`src/core/hex_driver_regs.vh`:
```
// Constants for the serial/parallel hex driver.
// Notes on behaviour
// [RULE_01] Mode input high selects serial, low parallel.
// [RULE_02] Parallel mode: outputs follow control inputs directly.
// [RULE_03] Inputs one to three double as serial pins.
// [RULE_04] Host shifts six-bit word, most significant first.
// [RULE_05] Latch enable high copies shift register to outputs.
// [RULE_06] Serial clock ignored while latch enable high.
// [RULE_07] Serial out is input delayed six clocks.
// [RULE_08] Devices cascade through serial out to serial in.
// [RULE_09] Bit 0: true low, complement high; 1 reversed.
// [RULE_10] Shift on rising edge; outputs hold while latch low.
`ifndef HEX_DRIVER_REGS_VH
`define HEX_DRIVER_REGS_VH
`define HEX_WIDTH        6
`define HEX_SDI_BIT      0
`define HEX_SCK_BIT      1
`define HEX_LATCH_BIT    2
`define HEX_MODE_SERIAL  1'b1
`define HEX_LATCH_RESET  6'h00
`endif

```
`src/core/hex_shift_reg.v`:
```
// Six-stage shift register with serial tail for cascading.
`timescale 1ns/1ps
`include "hex_driver_regs.vh"
module hex_shift_reg (
    // Clock and reset
    input  wire       i_core_clk,
    input  wire       i_rst_b,
    // Shift control
    input  wire       i_shift_en,
    input  wire       i_serial_data_in,
    // Contents and tail
    output reg  [5:0] o_word,
    output wire       o_serial_data_out
);
    // Each shift moves toward the top, so the first bit sent ends in bit 5.
    always @(posedge i_core_clk) begin
        if (!i_rst_b) begin
            o_word <= `HEX_LATCH_RESET;
        end else if (i_shift_en) begin
            o_word <= {o_word[4:0], i_serial_data_in}; // see [RULE_04]
        end
    end

    // The top stage is the tail, six shifts behind the input.
    assign o_serial_data_out = o_word[5]; // see [RULE_07]
endmodule

```
`src/core/serial_parallel_hex_driver.v`:
```
// Top of the six-channel serial/parallel complementary driver.
`timescale 1ns/1ps
`include "hex_driver_regs.vh"
module serial_parallel_hex_driver (
    // Clock and reset
    input  wire       i_core_clk,
    input  wire       i_rst_b,
    // Device pins
    input  wire       i_mode_serial,
    input  wire [5:0] i_control_inputs,
    // Outputs
    output reg  [5:0] o_true_outputs,
    output reg  [5:0] o_complement_outputs,
    output reg        o_serial_data_out
);
    reg  [5:0] ctl_meta_r;
    reg  [5:0] ctl_sync_r;
    reg        mode_meta_r;
    reg        mode_sync_r;
    reg        sck_prev_r;
    reg  [5:0] latch_r;
    reg  [5:0] word_nxt;
    wire       sck;
    wire       latch_en;
    wire       sdi;
    wire       shift_en;
    wire [5:0] shift_word;
    wire       tail;

    // Two-stage synchronisers for every pin.
    always @(posedge i_core_clk) begin
        if (!i_rst_b) begin
            ctl_meta_r  <= 6'h00;
            ctl_sync_r  <= 6'h00;
            mode_meta_r <= 1'b0;
            mode_sync_r <= 1'b0;
        end else begin
            ctl_meta_r  <= i_control_inputs;
            ctl_sync_r  <= ctl_meta_r;
            mode_meta_r <= i_mode_serial;
            mode_sync_r <= mode_meta_r;
        end
    end

    // Shared pins take their serial meaning.
    assign sdi = ctl_sync_r[`HEX_SDI_BIT]; // see [RULE_03]
    assign sck = ctl_sync_r[`HEX_SCK_BIT]; // see [RULE_03]
    assign latch_en = ctl_sync_r[`HEX_LATCH_BIT]; // see [RULE_03]

    // Rising serial clock edge, masked while latching or in parallel mode.
    always @(posedge i_core_clk) begin
        if (!i_rst_b) begin
            sck_prev_r <= 1'b0;
        end else begin
            sck_prev_r <= sck;
        end
    end
    assign shift_en = (mode_sync_r == `HEX_MODE_SERIAL) && sck && !sck_prev_r
                      && !latch_en; // see [RULE_10] see [RULE_06]

    hex_shift_reg u_shift (
        .i_core_clk        (i_core_clk),
        .i_rst_b           (i_rst_b),
        .i_shift_en        (shift_en),
        .i_serial_data_in  (sdi),
        .o_word            (shift_word),
        .o_serial_data_out (tail)
    );

    // Output latch loads in serial mode while latch enable is high, otherwise holds.
    always @(posedge i_core_clk) begin
        if (!i_rst_b) begin
            latch_r <= `HEX_LATCH_RESET;
        end else if (mode_sync_r == `HEX_MODE_SERIAL && latch_en) begin
            latch_r <= shift_word; // see [RULE_05] see [RULE_10]
        end
    end

    // Mode select chooses the word that reaches the pins.
    always @* begin
        if (mode_sync_r == `HEX_MODE_SERIAL) begin
            word_nxt = latch_r; // see [RULE_01]
        end else begin
            // Bit n of the word is channel n+1, no latching.
            word_nxt = ctl_sync_r; // see [RULE_02]
        end
    end

    // Registered complementary drive and serial tail.
    always @(posedge i_core_clk) begin
        if (!i_rst_b) begin
            o_true_outputs       <= 6'h00;
            o_complement_outputs <= 6'h3F;
            o_serial_data_out    <= 1'b0;
        end else begin
            o_true_outputs       <= word_nxt;  // see [RULE_09]
            o_complement_outputs <= ~word_nxt; // see [RULE_09]
            o_serial_data_out    <= tail;      // see [RULE_08]
        end
    end
endmodule

```
`config.mk`:
```
export PLATFORM = sky130hd
export DESIGN_NAME = serial_parallel_hex_driver
export DESIGN_NICKNAME = d
export VERILOG_FILES = /design/src/core/hex_shift_reg.v /design/src/core/serial_parallel_hex_driver.v
export VERILOG_INCLUDE_DIRS = /design/src /design/src/core
export SDC_FILE = /design/constraint.sdc
export NUM_CORES = 1
export LEC_CHECK = 0
export ABC_CLOCK_PERIOD_IN_PS = 900
export BUFFER_PORTS_ARGS = -buffer_cell sky130_fd_sc_hd__buf_4
export CORE_UTILIZATION = 50
export CTS_BUF_LIST = sky130_fd_sc_hd__clkbuf_4
export CTS_CLUSTER_DIAMETER = 80
export DETAILED_ROUTE_END_ITERATION = 8
export PLACE_DENSITY_LB_ADDON = 0.2
export SLEW_MARGIN = 20
export SYNTH_ARGS = -nofsm -noshare
export SYNTH_HDL_FRONTEND = slang
export SYNTH_SLANG_ARGS = --single-unit
```
`constraint.sdc`:
```
create_clock -name i_core_clk -period 0.9 [get_ports i_core_clk]
set_input_delay 0.045 -clock i_core_clk [delete_from_list [all_inputs] [get_ports i_core_clk]]
set_output_delay 0.045 -clock i_core_clk [all_outputs]
set_load 0.01 [all_outputs]
```
==> results.json, run 1 <==
{
  "status": "complete, but fails checks",
  "failed_checks": "negative setup slack",
  "ff2ff_path_depth": 3,
  "synth_seq_area_share_pct": 61.5,
  "yosys.cell_types.count": 15,
  "start_util_pct": 52.5,
  "drt-initial-drc-count": 3,
  "finalSetupViolations": 17,
  "cts_buffer_depth": 2,
  "drc_errors": 0,
  "nets": 159,
  "finalCritPeriodShare_pct": 115,
  "layout-drive-gt1-share_pct": 43.7,
  "cap_violations": 0,
  "port_buffers": 21,
  "cts_made_buffers": 5,
  "end_kind": "flop",
  "syn_area_per_cell_sq_um": 11.3,
  "gr-usage-met3_pct": 6.03,
  "diodes": 0,
  "grt_usage_pct": 17.2,
  "fp.dieH_um": 53.0,
  "ys_top_cells_by_count": "dfxtp_1 (40), and2_1 (21), nand2_1 (13)",
  "worstPathMaxFanout": 8,
  "cp_data_required_time_ps": 1160,
  "antenna_left": 0,
  "cts_tree": "built",
  "synth_ff_type": "dfxtp_1",
  "netlist_area_sq_um": 1300,
  "grt-ovfl-total": 0,
  "async_flop_share_pct": 0,
  "synth_top_area_share_pct": 61.5,
  "rsz0062_at_grt": "true",
  "grtUsageMet2_pct": 28.3,
  "vias": 872,
  "grt_pass1_wl_mm": 3.24,
  "htreeDepth": 2,
  "reg2reg_from": "mode_sync_r",
  "wl_mm": 2.20,
  "cts_num_sinks": 40,
  "ir_drop_mv": 1.50,
  "arrival_ps": 1290,
  "p_per_area_nw_per_um2": 1830,
  "fp.dieArea_sq_um": 2810,
  "synth_seq_cells": 40,
  "die_w_um": 53.0,
  "clk_pin_slew_worst_paths_ps": 120,
  "dp_cells": 164,
  "ios": 22,
  "syn_nets": 124,
  "reg2reg_to": "o_true_outputs[4]",
  "yosys-top-cells-area": "dfxtp_1 (62%), and2_1 (10%), mux2_2 (5.2%)",
  "grt_pass1_vias": 737,
  "use_met1_pct": 18.4,
  "antenna_found_initial": 0,
  "clk_latency_ps": 340,
  "rows": 18,
  "p_leak_nw": 0.737,
  "cp-start-kind": "flop",
  "finalSetupTns_ps": -1250,
  "yosysMostFrequentCell": "dfxtp_1",
  "crit_end": "o_true_outputs[4]",
  "yosys.area.top_type": "dfxtp_1",
  "drv_slew": 0,
  "core-area_sq_um": 2480,
  "avgRoutedWirePerCell_um": 12.1,
  "gp_congestion": 0.745,
  "busiest_layer": "met2",
  "cts_root_buf": "clkbuf_4",
  "dp_hpwl_mm": 1.31,
  "fin_crit_ps": 1040,
  "fmax_mhz": 965,
  "crit_path_start": "mode_sync_r",
  "worst_pin_slew_ps": 313,
  "final_cells": 181,
  "synth_edf_count": 0,
  "grt_max_degree": 36,
  "yosysWarnings": 0,
  "reg2reg_slack_ps": -140,
  "fin_skew_ps": 14.0,
  "crit_type": "flop to flop",
  "synth_cells": 115,
  "syn2layout_area_growth_pct": 34.5,
  "vias_per_cell": 4.82,
  "drtPass1Iterations": 4,
  "maxSlewHeadroom_pct": 79.1,
  "hold_violations": 0,
  "hold_class": "input port to flop",
  "setup_ws_ps": -137
}
==> worst max-delay path: stages, from the launching register on <==
cell and delay, ps:
dfxtp_4 380, buf_6 130, mux2_4 310, and2_4 130
==> worst min-delay path by stage <==
stage,start,end,cells after the start
after floorplan,i_control_inputs[0],ctl_meta_r[0],1
after global placement,i_control_inputs[3],ctl_meta_r[3],2
after detailed placement,i_control_inputs[5],ctl_meta_r[5],2
after CTS,i_rst_b,o_complement_outputs[1],2
after global routing,i_rst_b,o_complement_outputs[0],2
final,i_rst_b,o_complement_outputs[1],2
==> logic make-up after synthesis <==
family / share of synthesized area, %
simple gates: 17.1
flops: 61.5
compound gates: 6.92
mux: 9.81
buf+inv: 4.62
==> per-layer routing <==
metal / share of wire (%) / routed length, um / vias up
met4: 2.0 / 44 / 0
li1: - / - / 439
met5: 0 / 0 / -
met3: 3.5 / 76 / 5
met2: 53 / 1170 / 20
met1: 41 / 912 / 408
==> state kept, by name, summed over array words and instances (netlist names) <==
register,count
ctl_meta_r,6
mode_meta_r,1
latch_r,6
o_serial_data_out,1
o_true_outputs,6
u_shift.o_word,6
ctl_sync_r,6
mode_sync_r,1
sck_prev_r,1
o_complement_outputs,6
==> power breakdown <==
group	leakage [nW]	switching, W	internal [W]
sequential	0.328	0.0000162	0.00181
clock	0.0456	0.000556	0.000613
combinational	0.363	0.0000810	0.000122
total	0.737	0.000653	0.00255
==> final cells by class <==
| class | count | area [sq um] |
|---|---|---|
| timing repair buffer | 36 | 310 |
| inverter | 2 | 7.51 |
| clock inverter | 2 | 35.0 |
| multi-input combinational | 65 | 508 |
| tap | 30 | 37.5 |
| sequential | 40 | 807 |
| clock buffer | 6 | 45.0 |
| fill | 194 | 727 |
==> through the flow <==
| stage | total power, W | cell area, sq um | hold WS, ps | worst slack (ps) | util [%] |
|---|---|---|---|---|---|
| 2_1_floorplan | 0.00196 | 1330 | 172 | -95.7 | - |
| 3_3_place_gp | 0.00202 | 1510 | 253 | -128 | 61.1 |
| 3_5_place_dp | 0.00202 | 1510 | 256 | -134 | 61.1 |
| 4_1_cts | 0.00321 | 1690 | 8.80 | -128 | 68.4 |
| 5_1_grt | 0.00332 | 1750 | 30.5 | -176 | 70.7 |
| 6_report | 0.00320 | 1750 | 26.1 | -137 | 70.7 |
==> layout by cell type (no fill, tap or decap), types with 4 or more instances in the layout <==
cell           instances
mux2i_1                6
dlygate4sd3_1          7
nand2_1               11
a21bo_2                6
buf_4                 24
a21oi_2                4
and2_4                 6
buf_6                  4
mux2_4                 6
dfxtp_1               37
nand3_1                4
clkbuf_4               6
and2_1                15
==> timing repair <==
item                                    4_1_cts  5_1_grt
pin swaps                                     0        3
endpoints found under the setup margin       18       24
gates resized for setup                      10       13
setup buffers                                 0        2
hold buffers                                  7        0
gates cloned                                  0        0
hold endpoints to repair                      7        0
(Power assumes the default switching activity.)
==> inputs of run 2 (changes only) <==
--- a/config.mk
+++ b/config.mk
@@ -12,7 +12,9 @@
 export CTS_BUF_LIST = sky130_fd_sc_hd__clkbuf_4
 export CTS_CLUSTER_DIAMETER = 80
 export DETAILED_ROUTE_END_ITERATION = 8
+export GPL_ROUTABILITY_DRIVEN = 0
 export PLACE_DENSITY_LB_ADDON = 0.2
+export SKIP_LAST_GASP = 1
 export SLEW_MARGIN = 20
 export SYNTH_ARGS = -nofsm -noshare
 export SYNTH_HDL_FRONTEND = slang
==> run 2 against run 1 <==
  * The run still ends with negative setup slack left
  * Sequential power about the same
  * First-iteration DRC count increased by 67%
  * Die area is the same
  * Critical path depth did not move
  * Register-to-register slack hardly changed
  * Cell count unchanged
  * Critical endpoint unchanged
  * Largest cell class unchanged
  * Highest routed layer unchanged
==> results.json, run 2 (synthesis gave the netlist of run 1 again) <==
{
  "end_kind": "flop",
  "rsz0062_at_grt": "true",
  "start_util_pct": 52.5,
  "avgRoutedWirePerCell_um": 12.0,
  "antenna_found_initial": 0,
  "setup_ws_ps": -136,
  "arrival_ps": 1300,
  "fp.dieH_um": 53.0,
  "p_sw_w": 0.000654,
  "worstPathMaxFanout": 8,
  "drtPass1Iterations": 2,
  "worst_pin_slew_ps": 307,
  "gr-usage-met3_pct": 6.03,
  "maxSlewHeadroom_pct": 79.5,
  "cap_violations": 0,
  "syn2layout_area_growth_pct": 34.1,
  "cts_tree": "built",
  "grt_pass1_vias": 737,
  "vias_per_cell": 4.81,
  "hold_class": "input port to flop",
  "finalSetupViolations": 17,
  "cts_root_buf": "clkbuf_4",
  "grt_pass1_wl_mm": 3.24,
  "core-area_sq_um": 2480,
  "p_leak_nw": 0.737,
  "mostFrequentLayoutCell": "dfxtp_1",
  "hold_violations": 0,
  "grt_usage_pct": 17.2,
  "cp_data_required_time_ps": 1160,
  "crit_type": "flop to flop",
  "layout-drive-gt1-share_pct": 43.0,
  "clockPowerShare_pct": 36.5,
  "clk_latency_ps": 350,
  "fmax_mhz": 966,
  "htreeDepth": 2,
  "clk_pin_slew_worst_paths_ps": 120,
  "seqPwrFrac_pct": 57.1,
  "drt-initial-drc-count": 5,
  "ios": 22,
  "wl_mm": 2.18,
  "dp_hpwl_mm": 1.31,
  "status": "complete, but fails checks",
  "grt_max_degree": 36,
  "p_comb_share_pct": 6.3,
  "finalCritPeriodShare_pct": 115,
  "cp-start-kind": "flop",
  "grtUsageMet2_pct": 28.3,
  "drv_slew": 0,
  "nFillCells": 195,
  "grt-ovfl-total": 0,
  "port_buffers": 21,
  "antenna_left": 0,
  "drc_errors": 0,
  "cts_num_sinks": 40,
  "p_per_area_nw_per_um2": 1830,
  "layout_common_cells": "dfxtp_1 (37), buf_4 (24), and2_1 (15)",
  "die_w_um": 53.0,
  "pre_cts_slack_ps": -134,
  "failed_checks": "negative setup slack",
  "rows": 18,
  "fin_skew_ps": 16.2,
  "cts_made_buffers": 5,
  "p_total_w": 0.00320,
  "vias": 870,
  "nets": 159,
  "swShare_pct": 20.4,
  "cts_buffer_depth": 2,
  "final_core_util_pct": 70.5,
  "diodes": 0,
  "fin_crit_ps": 1040,
  "ir_drop_mv": 1.50,
  "use_met1_pct": 18.4,
  "power.internal_w": 0.00255,
  "busiest_layer": "met2",
  "fp.dieArea_sq_um": 2810
}
## run 2: cell counts in the layout (fill, tap and decap cells not counted)
No cell type changed its count.
## run 2: critical path: stages, from the launching register on
cell and delay [ps]:
dfxtp_4 390, buf_6 130, mux2_4 310, and2_4 130
## run 2: timing repair
action                                  in CTS  in global routing
setup buffers                                0                  2
endpoints found under the hold margin        7                  0
endpoints found under the setup margin      18                 24
gates resized for setup                     10                 12
pin swaps                                    0                  3
hold buffers                                 7                  0
## run 2: final cells by class
class                   count  area [sq um]  share of cell area [%]
well taps                  30          37.5                    2.15
repair buffers             36           310                    17.8
inverters                   2          7.51                   0.430
flip-flops and latches     40           807                    46.2
clock buffers               6          45.0                    2.58
multi-input cells          65           503                    28.8
clock inverters             2          35.0                    2.01
## run 2: layer usage
| metal | vias to the layer above | routed length (um) | share of wire (%) |
|---|---|---|---|
| met5 | - | 0 | 0 |
| met4 | 0 | 44 | 2.0 |
| met3 | 5 | 71 | 3.3 |
| met2 | 18 | 1150 | 53 |
| met1 | 409 | 909 | 42 |
| li1 | 438 | - | - |
## run 2: power groups by stage
stage | combinational, W | clock, W | sequential (W)
after floorplan | 0.0000877 | 0 | 0.00187
after global placement | 0.000151 | 0 | 0.00187
after detailed placement | 0.000154 | 0 | 0.00187
after CTS | 0.000187 | 0.00119 | 0.00183
after global routing | 0.000219 | 0.00127 | 0.00183
final | 0.000203 | 0.00117 | 0.00183
## run 2: path summary, 6_finish.rpt
path                            slack (ps)     startpoint  cells past startpoint                       to
worst max-delay path                  -140    mode_sync_r                      3        o_true_outputs[4]
worst min-delay path                    30        i_rst_b                      2  o_complement_outputs[1]
worst max register to register        -140    mode_sync_r                      3        o_true_outputs[4]
worst min register to register         440  ctl_meta_r[1]                      1            ctl_sync_r[1]
## run 2: through the flow
stage          std cells  hold WS [ps]  TNS, ps  cell area (sq um)
3_5_place_dp         164           256    -1230               1510
2_1_floorplan        115           172    -1310               1330
4_1_cts              179          8.80    -1190               1690
5_1_grt              181          30.5    -2260               1750
3_3_place_gp         164           253     -949               1510
6_report             181          26.6    -1230               1750
